**src/verilog/iscm_defines.vh**
```
// Purpose: Constants for the configuration and shared-memory control bank
// Assumes: AXI4-Lite, 32-bit data, one aligned word per register
// Notes: Offsets are byte addresses
`ifndef ISCM_DEFINES_VH
`define ISCM_DEFINES_VH
// Register byte offsets
`define ISCM_OFF_CONFIG 4'h0
`define ISCM_OFF_SLOT 4'h4
`define ISCM_OFF_SMC1 4'h8
`define ISCM_OFF_SMC2 4'hC
// Configuration register fields
`define ISCM_CFG_BOOT_LSB 0
`define ISCM_CFG_BOOT_MSB 3
`define ISCM_CFG_COMPAT 4
`define ISCM_CFG_INTMODE 5
`define ISCM_CFG_CLKSRC 6
`define ISCM_CFG_LOCK 7
// Shared memory control one fields
`define ISCM_SMC1_BASE_LSB 0
`define ISCM_SMC1_BASE_MSB 5
`define ISCM_SMC1_ENABLE 6
`define ISCM_SMC1_RESET 7
// Shared memory control two fields
`define ISCM_SMC2_BASE_MSB 4
// Reset values
`define ISCM_RST_BYTE 8'h00
`define ISCM_RST_BASE_HI 5'h00
// AXI responses
`define ISCM_RESP_OKAY 2'h0
`define ISCM_RESP_SLVERR 2'h2
// Address slices
`define ISCM_ADDR_HI 23
`define ISCM_ADDR_LO 13
`endif

```
**src/verilog/iscm_bank.v**
```verilog
// Purpose: Configuration, slot sense and shared-memory control registers
// Assumes: aclk 25 MHz, synchronous active-low reset, AXI4-Lite slave
// Notes: Upper register bits read as zero
//   Config register takes the strap value while reset is held
//   Writes and reads run on separate channels and may overlap
//
// The implementer's own choices: the AXI4-Lite register port and the register offsets.
`include "iscm_defines.vh"
`timescale 1ns/1ps
`default_nettype none

// Register map, one byte in bits 7:0 of each 32-bit word
//   0x0 configuration: boot window 3:0, compat 4, interrupt mode 5,
//       clock source 6, lock 7
//   0x4 slot sense, read only: bit 0 follows the slot width pin
//   0x8 control one: window base low 5:0, window enable 6, core reset 7
//   0xC control two: window base high 4:0
// Write responses
//   OKAY for an accepted write
//   SLVERR for a locked, read-only or unmapped target; nothing changes
// Timing on the register bus
//   bvalid rises one edge after both write halves are held
//   rvalid rises on the edge that takes the read address
//   Each answer stands until its ready is sampled high
// Host side
//   Decode results and control outputs follow their inputs by one edge
//   The boot window only answers reads; buffer decode covers both
module iscm_bank (
  // Clock and reset
  input wire aclk,
  input wire aresetn,
  // AXI4-Lite write address
  input wire awvalid,
  output reg awready,
  input wire [3:0] awaddr,
  // AXI4-Lite write data
  input wire wvalid,
  output reg wready,
  input wire [31:0] wdata,
  input wire [3:0] wstrb,
  // AXI4-Lite write response
  output reg bvalid,
  input wire bready,
  output reg [1:0] bresp,
  // AXI4-Lite read address
  input wire arvalid,
  output reg arready,
  input wire [3:0] araddr,
  // AXI4-Lite read data
  output reg rvalid,
  input wire rready,
  output reg [31:0] rdata,
  output reg [1:0] rresp,
  // Board straps and EEPROM image
  input wire [7:0] switch_config,
  input wire eeprom_config_enable,
  input wire [7:0] eeprom_config,
  input wire slot_width_pin,
  // Host memory cycle
  input wire host_mem_cycle,
  input wire host_mem_read,
  input wire [23:0] host_addr,
  input wire [7:0] memory_data_pins,
  // Decoded results
  output reg buffer_select,
  output reg boot_rom_read,
  output reg [7:0] host_data_out,
  output reg host_data_oe,
  // Core controls
  output reg core_reset,
  output reg core_clock_source,
  output reg interrupt_drive_select,
  output reg compat_map_select,
  output reg soft_config_lock
);

  // Configuration register: boot window, compat, interrupt mode, clock, lock
  reg [7:0] config_q;
  // Shared memory control one: base low bits, window enable, core reset
  reg [7:0] smc1_q;
  // Shared memory control two: base high bits only
  reg [4:0] smc2_q;
  // Write address taken, waiting for its data
  reg aw_held_q;
  // Write data taken, waiting for its address
  reg w_held_q;
  // Captured write address
  reg [3:0] aw_addr_q;
  // Captured low byte of the write data
  reg [7:0] w_data_q;
  // Captured strobe of byte lane zero
  reg w_strb_q;
  // Read inside the selected boot window
  reg boot_hit;
  // Boot ROM window select field
  wire [3:0] boot_rom_select;
  // Window base halves as programmed
  wire [5:0] window_base_low;
  wire [4:0] window_base_high;
  // Memory window enable bit
  wire memory_window_enable;
  // Host address falls inside the enabled window
  wire win_hit;

  // Boot ROM window match for the selected size
  // Only address bits above the window size are compared
  function boot_match;
    input [3:0] sel;
    input [23:0] a;
    begin
      case (sel)
        // Sixteen kilobyte windows
        4'h2: boot_match = (a[23:14] == 10'h030);
        4'h3: boot_match = (a[23:14] == 10'h031);
        4'h4: boot_match = (a[23:14] == 10'h032);
        4'h5: boot_match = (a[23:14] == 10'h033);
        4'h6: boot_match = (a[23:14] == 10'h034);
        4'h7: boot_match = (a[23:14] == 10'h035);
        4'h8: boot_match = (a[23:14] == 10'h036);
        4'h9: boot_match = (a[23:14] == 10'h037);
        // Thirty-two kilobyte windows
        4'hA: boot_match = (a[23:15] == 9'h018);
        4'hB: boot_match = (a[23:15] == 9'h019);
        4'hC: boot_match = (a[23:15] == 9'h01A);
        4'hD: boot_match = (a[23:15] == 9'h01B);
        // Sixty-four kilobyte windows
        4'hE: boot_match = (a[23:16] == 8'h0C);
        4'hF: boot_match = (a[23:16] == 8'h0D);
        // No boot ROM fitted
        default: boot_match = 1'b0;
      endcase
    end
  endfunction

  // Boot window select, memory window base and enable
  assign boot_rom_select = config_q[`ISCM_CFG_BOOT_MSB:`ISCM_CFG_BOOT_LSB];
  assign window_base_low = smc1_q[`ISCM_SMC1_BASE_MSB:`ISCM_SMC1_BASE_LSB];
  assign window_base_high = smc2_q;
  assign memory_window_enable = smc1_q[`ISCM_SMC1_ENABLE];
  // window match
  // Compared every cycle; buffer_select registers the result
  assign win_hit = memory_window_enable &&
    (host_addr[`ISCM_ADDR_HI:`ISCM_ADDR_LO] == {window_base_high, window_base_low});

  // Boot decode only on reads
  // A host write never reaches the boot ROM
  always @* begin
    boot_hit = host_mem_cycle && host_mem_read && boot_match(boot_rom_select, host_addr);
  end

  // Write channel: accept address and data in either order
  always @(posedge aclk) begin
    if (!aresetn) begin
      // Both channels ready to take a request
      awready <= 1'b1;
      wready <= 1'b1;
      // No response pending
      bvalid <= 1'b0;
      bresp <= `ISCM_RESP_OKAY;
      // Capture registers empty
      aw_held_q <= 1'b0;
      w_held_q <= 1'b0;
      aw_addr_q <= 4'h0;
      w_data_q <= `ISCM_RST_BYTE;
      w_strb_q <= 1'b0;
      // Configuration starts from the board straps
      config_q <= switch_config;
      smc1_q <= `ISCM_RST_BYTE;
      smc2_q <= `ISCM_RST_BASE_HI;
    end else begin
      // Loaded on every edge while the enable stays high
      // EEPROM override ignores lock
      if (eeprom_config_enable) begin
        config_q <= eeprom_config;
      end
      // Address capture
      // Address waits here until its data arrives
      if (awvalid && awready) begin
        aw_held_q <= 1'b1;
        aw_addr_q <= awaddr;
        awready <= 1'b0;
      end
      // Data capture, low byte lane only
      // Upper lanes carry no register bits
      if (wvalid && wready) begin
        w_held_q <= 1'b1;
        w_data_q <= wdata[7:0];
        w_strb_q <= wstrb[0];
        wready <= 1'b0;
      end
      // Perform write once both halves held
      // A pending response holds off the next update
      if (aw_held_q && w_held_q && !bvalid) begin
        // Answer OKAY unless a refusal below overrides it
        bvalid <= 1'b1;
        bresp <= `ISCM_RESP_OKAY;
        case (aw_addr_q)
          // Configuration register
          `ISCM_OFF_CONFIG: begin
            if (config_q[`ISCM_CFG_LOCK] || eeprom_config_enable) begin
              bresp <= `ISCM_RESP_SLVERR;
            end else if (w_strb_q) begin
              // Lane zero strobe gates the update
              config_q <= w_data_q;
            end
          end
          // Slot sense register
          `ISCM_OFF_SLOT: begin
            // Read-only register
            bresp <= `ISCM_RESP_SLVERR;
          end
          // Shared memory control one
          `ISCM_OFF_SMC1: begin
            if (w_strb_q) begin
              // Enable and core reset change together with the base
              smc1_q <= w_data_q;
            end
          end
          // Shared memory control two
          `ISCM_OFF_SMC2: begin
            if (w_strb_q) begin
              // Upper bits of the byte are dropped
              smc2_q <= w_data_q[`ISCM_SMC2_BASE_MSB:0];
            end
          end
          // Offset outside the map
          default: begin
            bresp <= `ISCM_RESP_SLVERR;
          end
        endcase
      end
      // Response taken, reopen channels
      // Held flags drop so a new request can be taken
      if (bvalid && bready) begin
        bvalid <= 1'b0;
        aw_held_q <= 1'b0;
        w_held_q <= 1'b0;
        awready <= 1'b1;
        wready <= 1'b1;
      end
    end
  end

  // Read channel: one cycle answer after address taken
  always @(posedge aclk) begin
    if (!aresetn) begin
      // Address channel open
      arready <= 1'b1;
      // Nothing to return yet
      rvalid <= 1'b0;
      rdata <= 32'h0000_0000;
      rresp <= `ISCM_RESP_OKAY;
    end else begin
      if (arvalid && arready) begin
        // Answer stands from the next edge
        arready <= 1'b0;
        rvalid <= 1'b1;
        rresp <= `ISCM_RESP_OKAY;
        case (araddr)
          `ISCM_OFF_CONFIG: begin
            // Readable even while locked
            rdata <= {24'h000000, config_q};
          end
          `ISCM_OFF_SLOT: begin
            rdata <= {31'h00000000, slot_width_pin};
          end
          `ISCM_OFF_SMC1: begin
            // Control one as last written
            rdata <= {24'h000000, smc1_q};
          end
          `ISCM_OFF_SMC2: begin
            // Control two, upper bits zero
            rdata <= {27'h0000000, smc2_q};
          end
          default: begin
            // Unmapped offset: zero data with an error
            rdata <= 32'h0000_0000;
            rresp <= `ISCM_RESP_SLVERR;
          end
        endcase
      end else if (rvalid && rready) begin
        // Data taken, reopen the address channel
        rvalid <= 1'b0;
        arready <= 1'b1;
      end
    end
  end

  // Host side decode and control outputs
  always @(posedge aclk) begin
    if (!aresetn) begin
      // Nothing decoded, bus not driven
      buffer_select <= 1'b0;
      boot_rom_read <= 1'b0;
      host_data_out <= `ISCM_RST_BYTE;
      host_data_oe <= 1'b0;
      // Core runs, controls at their defaults
      core_reset <= 1'b0;
      core_clock_source <= 1'b0;
      interrupt_drive_select <= 1'b0;
      compat_map_select <= 1'b0;
      soft_config_lock <= 1'b0;
    end else begin
      // Decode results follow the host cycle by one edge
      // buffer access only when enabled
      buffer_select <= host_mem_cycle && win_hit;
      // boot ROM byte onto system bus
      boot_rom_read <= boot_hit;
      host_data_oe <= boot_hit;
      // Data bus shows zero when not driven
      host_data_out <= boot_hit ? memory_data_pins : `ISCM_RST_BYTE;
      core_reset <= smc1_q[`ISCM_SMC1_RESET];
      core_clock_source <= config_q[`ISCM_CFG_CLKSRC];
      interrupt_drive_select <= config_q[`ISCM_CFG_INTMODE];
      compat_map_select <= config_q[`ISCM_CFG_COMPAT];
      soft_config_lock <= config_q[`ISCM_CFG_LOCK];
    end
  end

endmodule // iscm_bank
`default_nettype wire

```
**config.mk**
```make
export PLATFORM = sky130hd
export DESIGN_NAME = iscm_bank
export DESIGN_NICKNAME = d
export VERILOG_FILES = /design/src/verilog/iscm_bank.v
export VERILOG_INCLUDE_DIRS = /design/src /design/src/verilog
export SDC_FILE = /design/constraint.sdc
export NUM_CORES = 1
export LEC_CHECK = 0
export BUFFER_PORTS_ARGS = -buffer_cell sky130_fd_sc_hd__buf_2
export CELL_PAD_IN_SITES_DETAIL_PLACEMENT = 0
export CELL_PAD_IN_SITES_GLOBAL_PLACEMENT = 2
export CORE_AREA = 2 2 113 115
export CTS_CLUSTER_DIAMETER = 100
export DETAILED_ROUTE_END_ITERATION = 7
export DIE_AREA = 0 0 115 117
export PLACE_DENSITY = 0.78
export SYNTH_ARGS = -nofsm -noshare
export SYNTH_HDL_FRONTEND = slang
export SYNTH_SLANG_ARGS = --single-unit
```
**constraint.sdc**
```tcl
create_clock -name aclk -period 3 [get_ports aclk]
set_input_delay 0.6 -clock aclk [delete_from_list [all_inputs] [get_ports aclk]]
set_output_delay 0.6 -clock aclk [all_outputs]
set_load 0.02 [all_outputs]
```
# After elaboration in Yosys (flattened, before gate mapping)
# Index checks and enable logic that the tools add are counted.
[word_totals] regBits=92 word_cells=96 in_bits=103 out_inout_bits=57
[classes] n_eq_ne=34 reduce_logical=22 bitwise=1 mux=15
[op_table] operator="$eq A10 B6 Y1 const B" n=8
[op_table] operator="$eq A4 B4 Y1 const B" n=12
[op_table] operator="$mux W8" n=6
[op_table] operator="$eq A9 B5 Y1 const B" n=4
[op_table] operator="$pmux W8 S4" n=1
[op_table] operator="$eq A4 B3 Y1 const B" n=5
[op_table] operator="$eq A8 B4 Y1 const B" n=2
[op_table] operator="$pmux W1 S14" n=1
[op_table] operator="$eq A11 B11 Y1" n=1
[op_table] operator="$logic_and A1 B1 Y1" n=11
[op_table] operator="$eq A4 B2 Y1 const B" n=2
[op_table] operator="$logic_not A4 Y1" n=2
[op_table] operator="$reduce_and A3 Y1" n=2
[op_table] operator="$mux W1" n=4
[op_table] operator="$mux W2" n=2
[op_table] operator="$pmux W2 S2" n=1
[op_table] operator="$reduce_or A2 Y1" n=2
[op_table] operator="$reduce_or A4 Y1" n=1
[op_table] operator="$reduce_and A2 Y1" n=1
[op_table] operator="$reduce_bool A2 Y1" n=1
[op_table] operator="$logic_not A1 Y1" n=1
[op_table] operator="$logic_or A1 B1 Y1" n=1
[op_table] operator="$not A1 Y1" n=1

# Logic depth before layout (Yosys ltp)
# Gate-level depths: netlist of the first run.
[depth] ltp_word=6 mapped_depth=5 depth_no_buf=4

# Worst setup path after synthesis of the first run
# Ideal clock, no wire load.
[synth_timing] path_kind="input-to-reg" startpoint="input eeprom_config_enable" endpoint="register config_q[4]" t_required_ns=2.877 setup_ns=0.123 path_slack_ns=0.796 path_buffers=0 t_arrival_ns=2.080 cell_stages=4 cell_sequence="or4_4 -> nor4_4 -> mux2_1 -> mux2_1"
[synth_between] elab_chain_len=6 word_cells_on_any_way=7 classes_between="mux: 6; reduce/logical: 1"
[synth_rtl] item="start: declaration" line_no="iscm_bank.v:56" text="input wire eeprom_config_enable,"
[synth_rtl] item="$mux W8" line_no="iscm_bank.v:173" text="if (eeprom_config_enable) begin"
[synth_rtl] item="$mux W8" line_no="iscm_bank.v:202" text="end else if (w_strb_q) begin"
[synth_rtl] item="$mux W8" line_no="iscm_bank.v:200" text="if (config_q[`ISCM_CFG_LOCK] || eeprom_config_enable) begin"
[synth_rtl] item="$mux W8" line_no="iscm_bank.v:197" text="case (aw_addr_q)"
[synth_rtl] item="$mux W8 (*)" line_no="iscm_bank.v:193" text="if (aw_held_q && w_held_q && !bvalid) begin"
[synth_rtl] item="$mux W8 (*)" line_no="iscm_bank.v:153" text="if (!aresetn) begin"
[synth_rtl] item="end signal: assignment" line_no="iscm_bank.v:167" text="config_q <= switch_config;"
[synth_rtl] item="end signal: assignment" line_no="iscm_bank.v:174" text="config_q <= eeprom_config;"
[synth_rtl] item="end signal: assignment" line_no="iscm_bank.v:204" text="config_q <= w_data_q;"
[synth_rtl] item="end: declaration" line_no="iscm_bank.v:78" text="reg [7:0] config_q;"
# Every way passes the cells marked *; elsewhere a longest branch is shown, timed or not.
# A chain may end at the register's enable or synchronous reset.

# Worst setup path in the final report of the first run
[layout_timing] startpoint="input eeprom_config_enable" endpoint="register config_q[2]"
# Same word-level chain as after synthesis.

==> results of run 1 <==
-- Yosys cell counts, drive strengths merged (3+ instances only) --
cell type / number
a22oi: 4
nor3: 3
nand3: 4
o211ai: 3
nand2b: 3
buf: 32
o21ai: 10
nor2: 10
xor2: 11
inv: 5
nor4: 5
a21boi: 17
o31ai: 3
and2: 15
mux2: 24
clkbuf: 13
mux2i: 17
nor2b: 14
nand2: 46
dfxtp: 66
o311ai: 3
a21oi: 14
-- final cells by class --
cell class	count	share of cell area (%)
multi-input cells	254	42.1
flip-flops and latches	66	33.0
repair buffers	96	12.2
clock buffers	10	5.96
well taps	150	4.68
clock inverters	6	1.65
inverters	5	0.468
-- worst min-delay path, stage by stage (launching register included) --
cell      delay, ns
dfxtp_1        0.30
nand2_1        0.05
a21boi_0       0.07
-- power groups by stage --
| stage | clock (mW) | sequential [mW] | combinational (mW) |
|---|---|---|---|
| 3_5_place_dp | 0 | 0.974 | 0.251 |
| 6_report | 1.05 | 0.955 | 0.249 |
| 4_1_cts | 1.08 | 0.955 | 0.252 |
| 5_1_grt | 1.12 | 0.962 | 0.277 |
| 3_3_place_gp | 0 | 0.972 | 0.247 |
| 2_1_floorplan | 0 | 0.969 | 0.189 |
-- metrics by stage --
step	hold WS [ns]	total power, mW
floorplan	0.443	1.16
global placement	0.457	1.22
detailed placement	0.464	1.23
CTS	0.465	2.29
global route	0.478	2.36
finish	0.471	2.25
-- kinds of logic after synthesis --
| group | synth area share [%] |
|---|---|
| XOR/XNOR | 3.55 |
| AO/OA/AOI/OAI | 12.3 |
| other | 0.117 |
| buffers and inverters | 9.17 |
| AND/OR/NAND/NOR | 20.0 |
| flip-flops | 41.2 |
| multiplexers | 13.7 |
-- per-layer routing --
| metal | vias to the layer above | global-route usage (%) |
|---|---|---|
| li1 | 1312 | - |
| met1 | 1137 | 15.6 |
| met2 | 83 | 17.6 |
| met3 | 10 | 3.76 |
| met4 | 0 | 5.54 |
| met5 | - | 0 |
-- sequential cells by signal (all words and copies together), names as in the netlist, 4 cells and up --
register	cells
aw_addr_q	4
config_q	8
host_data_out	8
rdata	8
smc1_q	8
smc2_q	5
w_data_q	8
-- worst min-delay path by stage --
stage	startpoint	end	slack, ns	cells past startpoint
3_3_place_gp	rdata[0]	rdata[0]	0.46	2
6_report	rdata[0]	rdata[0]	0.47	2
4_1_cts	switch_config[6]	config_q[6]	0.46	2
3_5_place_dp	w_strb_q	w_strb_q	0.46	2
5_1_grt	switch_config[2]	config_q[2]	0.48	2
2_1_floorplan	w_strb_q	w_strb_q	0.44	2
-- cells in the final DEF, fill, tap and decap left out, drive strengths merged, types with 5 or more instances in the layout --
master,netlist,routed
conb,1,26
nor2,10,10
nor4,5,5
buf,32,96
xor2,11,11
dfxtp,66,66
and2,15,15
inv,5,5
mux2i,17,17
o21ai,10,10
nor2b,14,14
a21oi,14,14
a21boi,17,17
nand2,46,46
mux2,24,24
clkbuf,13,10
==> out/metrics.yaml, run 1 <==
status: "finished, final reports clean"
netlist_top_cells_area: "dfxtp_1 (41%), buf_4 (6.3%), nand2_1 (5.4%), mux2i_1 (5.3%), mux2_1 (4.9%)"
max_freq_mhz: 478
crit_path_top_delay_cell: "or4_4"
dp.cells: 571
critPathKind: "in2reg"
rrSetupSlack_ns: 0.91
crit_path_cell_trace: "buf_2 -> or4_4 -> nor4_4 -> buf_4 -> mux2_1 -> mux2_1"
dieArea_um2: 13500
drt-wirelength-per-cell_um: 13.4
ctsHoldBuffers: 0
synth_cell_types: 46
io_buffers: 93
fin_crit_sh_pct: 69.7
first_global_vias: 2387
grt_usage_pct: 11.8
nFillCells: 1308
ir_worst_vdd_mv: 0.216
overflow: 0
htreeDepth: 3
holdCritPathClass: "reg2reg"
power_frac_comb_pct: 11.0
top_layer: "met4"
relSlewSlack_pct: 28.9
drc: 0
drtAntennaViolNets: 0
yosys_warnings: 0
drt-met1-wl_um: 3760
area_delta_synth_final_pct: 24.9
die_h_um: 117
antenna_found_initial: 0
fin_ws_ns: 0.908
gp_congestion: 0.789
hpwlAfterDp_um: 6030
finalNonFillerCells: 587
r2r_end: "host_data_oe"
crit_path_frequent_cell: "mux2_1"
antennaDiodeCount: 0
p_per_area_nw_per_um2: 562
drt_iter0_drc: 119
critPathTopFamily: "simple AND/OR/NAND/NOR gates"
insertion_delay_ns: 0.33
die_x_um: 115
path_depth: 6
seqPwrFrac_pct: 42.4
post-route-min-period_ns: 2.09
drive_gt1_share_pct: 29.7
post_cts_buffers: 0
ctsRootBufferMaster: "clkbuf_16"
p_sw_mw: 0.569
wl_met2_um: 3380
numCtsBuffers: 9
finalHoldViolations: 0
fin_worst_skew_ns: 0.00557
seqCellArea_um2: 1320
cp-startpoint: "eeprom_config_enable"
pwr-share-clk_pct: 46.6
grt_max_degree: 55
initial_utilization_pct: 26.1
ys_async_sr_fraction_pct: 0
nets: 535
synth_ff_type: "dfxtp_1"
via_count: 2542
cts_resized: 0
setup_viol_count_final: 0
netlist_area_um2: 3210
final_util_pct: 32.6
synth_edf_count: 0
cts_tree: "built"
reg2reg_depth: 4
endpoint: "config_q[2]"
finalMaxSlewViolations: 0
met3_length_um: 585
totalWireLength_um: 7860
cp.arrival_ns: 2.30
intPower_mw: 1.68
finalSetupTns_ns: 0
cts_sinks: 66
timing.critical_path.buf_inv: 2
num_io_pins: 160
synth_top_area_share_pct: 41.2
post-place-ws_ns: 0.545
grt_pass1_wl_um: 12000
vias_per_cell: 4.33
post_dp_cell_area_um2: 3700
max_cap_viol_count: 0
worstPathMaxFanout: 11
rsz0062_at_grt: "false"
critPathMaxStageDelay_ns: 0.47
synth_top_area_cell: "dfxtp_1"
yosysSeqAreaShare_pct: 41.2
cts_buffer_depth: 2
endpoint_kind: "flop"
crit_required_ns: 3.21
multi_input_area_um2: 1690
timing.rr.start: "config_q[2]"
clk_pin_slew_ns: 0.05
swShare_pct: 25.2
synth_cells: 345
syn_area_per_cell_um2: 9.30
worst_pin_slew_ns: 1.05
final_area_um2: 4010
start_kind: "input port"
coreArea_um2: 12300
yosys_register_bits: 66
power_leakage_nw: 1.74
num_rows: 41
dr.pass1.iters: 4
No activity file was read; power rests on OpenSTA's default activity.
==> inputs of run 2 (changes only) <==
--- a/config.mk
+++ b/config.mk
@@ -9,11 +9,11 @@
 export BUFFER_PORTS_ARGS = -buffer_cell sky130_fd_sc_hd__buf_2
 export CELL_PAD_IN_SITES_DETAIL_PLACEMENT = 0
 export CELL_PAD_IN_SITES_GLOBAL_PLACEMENT = 2
-export CORE_AREA = 2 2 113 115
+export CORE_AREA = 2 2 117 119
 export CTS_CLUSTER_DIAMETER = 100
 export DETAILED_ROUTE_END_ITERATION = 7
-export DIE_AREA = 0 0 115 117
-export PLACE_DENSITY = 0.78
+export DIE_AREA = 0 0 119 121
+export PLACE_DENSITY = 0.73
 export SYNTH_ARGS = -nofsm -noshare
 export SYNTH_HDL_FRONTEND = slang
 export SYNTH_SLANG_ARGS = --single-unit
==> constraint.sdc (replaced) <==
create_clock -name aclk -period 2.06 [get_ports aclk]
set_input_delay 0.412 -clock aclk [delete_from_list [all_inputs] [get_ports aclk]]
set_output_delay 0.412 -clock aclk [all_outputs]
set_load 0.02 [all_outputs]
==> run 2 against run 1 <==
Flip-flop and latch count unchanged. Clock power up 30%. Cell area up 2.2%. Worst setup slack worse by 0.82 ns. Die area up 7.0%. Register-to-register slack worse by 0.82 ns. First-iteration DRC count up 5.0%. Sequential power up 46%. Via count up 0.63%. Critical endpoint is now config_q[1]. Largest cell class unchanged. Highest routed layer unchanged.
==> out/metrics.yaml, run 2 (same netlist as run 1, synthesis figures left out) <==
status: "finished, final reports clean"
antenna_found_initial: 0  # unchanged
cts_tree: "built"
max_cap_viol_count: 0  # unchanged
cp-startpoint: "aw_addr_q[0]"
die_x_um: 119  # +3.5%
rrSetupSlack_ns: 0.09  # -0.82 ns
grt_pass1_wl_um: 12700  # +5.8%
htreeDepth: 3  # unchanged
drc: 0  # unchanged
setup_viol_count_final: 0  # unchanged
finalHoldViolations: 0  # unchanged
io_buffers: 93  # unchanged
crit_required_ns: 2.28  # -0.93 ns
grt_usage_pct: 11.4  # -0.46 points
post_cts_buffers: 0  # unchanged
reg2reg_depth: 5  # +1
finalMaxSlewViolations: 0  # unchanged
p_per_area_nw_per_um2: 769  # +37%
cp.arrival_ns: 2.19  # -0.11 ns
ctsRootBufferMaster: "clkbuf_16"
holdCritPathClass: "in2reg"
num_io_pins: 160  # unchanged
post-route-min-period_ns: 1.97
area_delta_synth_final_pct: 27.6
ir_worst_vdd_mv: 0.466  # +120%
via_count: 2558  # +0.63%
coreArea_um2: 13100  # +6.3%
drive_gt1_share_pct: 32.1  # +2.3 points
dp.cells: 603  # +5.6%
num_rows: 42  # +2.4%
clk_pin_slew_ns: 0.06  # about the same
cts_sinks: 66  # unchanged
vias_per_cell: 4.13  # -4.6%
gp_congestion: 0.725  # -8.1%
fin_ws_ns: 0.0878  # -0.820 ns
drt-wirelength-per-cell_um: 13.1  # -2.3%
endpoint: "config_q[1]"
endpoint_kind: "flop"
ctsHoldBuffers: 0  # unchanged
fin_crit_sh_pct: 95.7
r2r_end: "config_q[1]"
power_leakage_nw: 1.77  # +2.2%
rsz0062_at_grt: "true"
finalSetupTns_ns: 0  # unchanged
overflow: 0  # unchanged
max_freq_mhz: 507
worstPathMaxFanout: 5  # -6
grt_max_degree: 46  # -16%
dieArea_um2: 14400  # +7.0%
hpwlAfterDp_um: 6210  # +2.9%
timing.rr.start: "aw_addr_q[0]"
final_common_cell: "buf_2"
drtAntennaViolNets: 0  # unchanged
drt_iter0_drc: 125  # +5.0%
worst_pin_slew_ns: 0.681  # -0.368 ns
cts_buffer_depth: 2  # unchanged
fin_worst_skew_ns: 0.00352  # -0.00205 ns
relSlewSlack_pct: 54.5  # +26 points
initial_utilization_pct: 24.5  # -1.5 points
antennaDiodeCount: 0  # unchanged
insertion_delay_ns: 0.33  # about the same
start_kind: "flop"
nets: 541  # +1.1%
totalWireLength_um: 8100  # +3.0%
first_global_vias: 2429  # +1.8%
critPathKind: "reg2reg"
post-place-ws_ns: -0.177  # -0.723 ns
dr.pass1.iters: 4  # unchanged
finalNonFillerCells: 619  # +5.5%
final_cell_mix: "buf_2 (93), dfxtp_1 (65), nand2_1 (46), conb_1 (26)"
die_h_um: 121  # +3.4%
numCtsBuffers: 9  # unchanged
-- run 2: changes by cell type in the layout (fill, tap and decap cells not counted), moves of 2 or more --
| cell | delta |
|---|---|
| clkinv_2 | +3 |
| mux2_1 | -3 |
| mux2_4 | +3 |
| o311ai_2 | +2 |
| o311ai_1 | -2 |
| buf_4 | +4 |
| clkinvlp_4 | -2 |
-- run 2: area by class of cell --
class | count | area (um^2)
well taps | 176 | 220
inverters | 5 | 18.8
clock inverters | 7 | 45.0
flip-flops and latches | 66 | 1320
clock buffers | 9 | 225
fillers | 1409 | 8990
multi-input cells | 254 | 1710
repair buffers | 102 | 549
-- run 2: critical path, cell delays in order (launching register included) --
cell	delay, ns
dfxtp_2	0.32
or4_4	0.55
nor4_4	0.20
buf_6	0.17
mux2_1	0.31
mux2_1	0.28
-- run 2: where the power goes --
| part | switching (mW) | total [mW] | internal, mW |
|---|---|---|---|
| Clock | 0.561 | 1.37 | 0.809 |
| Combinational | 0.217 | 0.386 | 0.169 |
| Sequential | 0.0611 | 1.39 | 1.33 |
| Total | 0.840 | 3.15 | 2.31 |
-- run 2: worst min path at each step --
stage	from	endpoint	slack [ns]	depth (start not counted)
6_report	switch_config[2]	config_q[2]	0.29	2
5_1_grt	switch_config[6]	config_q[6]	0.29	2
4_1_cts	wvalid	wready	0.28	2
3_5_place_dp	w_strb_q	w_strb_q	0.46	2
3_3_place_gp	w_strb_q	w_strb_q	0.46	2
2_1_floorplan	w_strb_q	w_strb_q	0.44	2
-- run 2: timing repair --
item,4_1_cts,5_1_grt
resized for setup,2,5
cloned,0,0
pin swaps,1,0
endpoints found under the setup margin,14,5
-- run 2: layer usage --
layer | vias to the layer above | wire length [um] | track usage, %
met4 | 0 | 180 | 5.28
li1 | 1318 | - | -
met5 | - | 0 | 0
met3 | 14 | 552 | 3.38
met1 | 1134 | 3910 | 15.3
met2 | 92 | 3450 | 16.6
-- run 2: metrics by stage --
step / power [mW] / hold slack [ns] / util, % / cell area, um^2
after global placement: 1.79 / 0.457 / 29.0 / 3790
final: 3.15 / 0.292 / 31.3 / 4090
after CTS: 3.19 / 0.281 / 31.2 / 4080
after detailed placement: 1.80 / 0.462 / 29.0 / 3790
after global routing: 3.30 / 0.293 / 31.3 / 4090
after floorplan: 1.69 / 0.443 / - / 3300
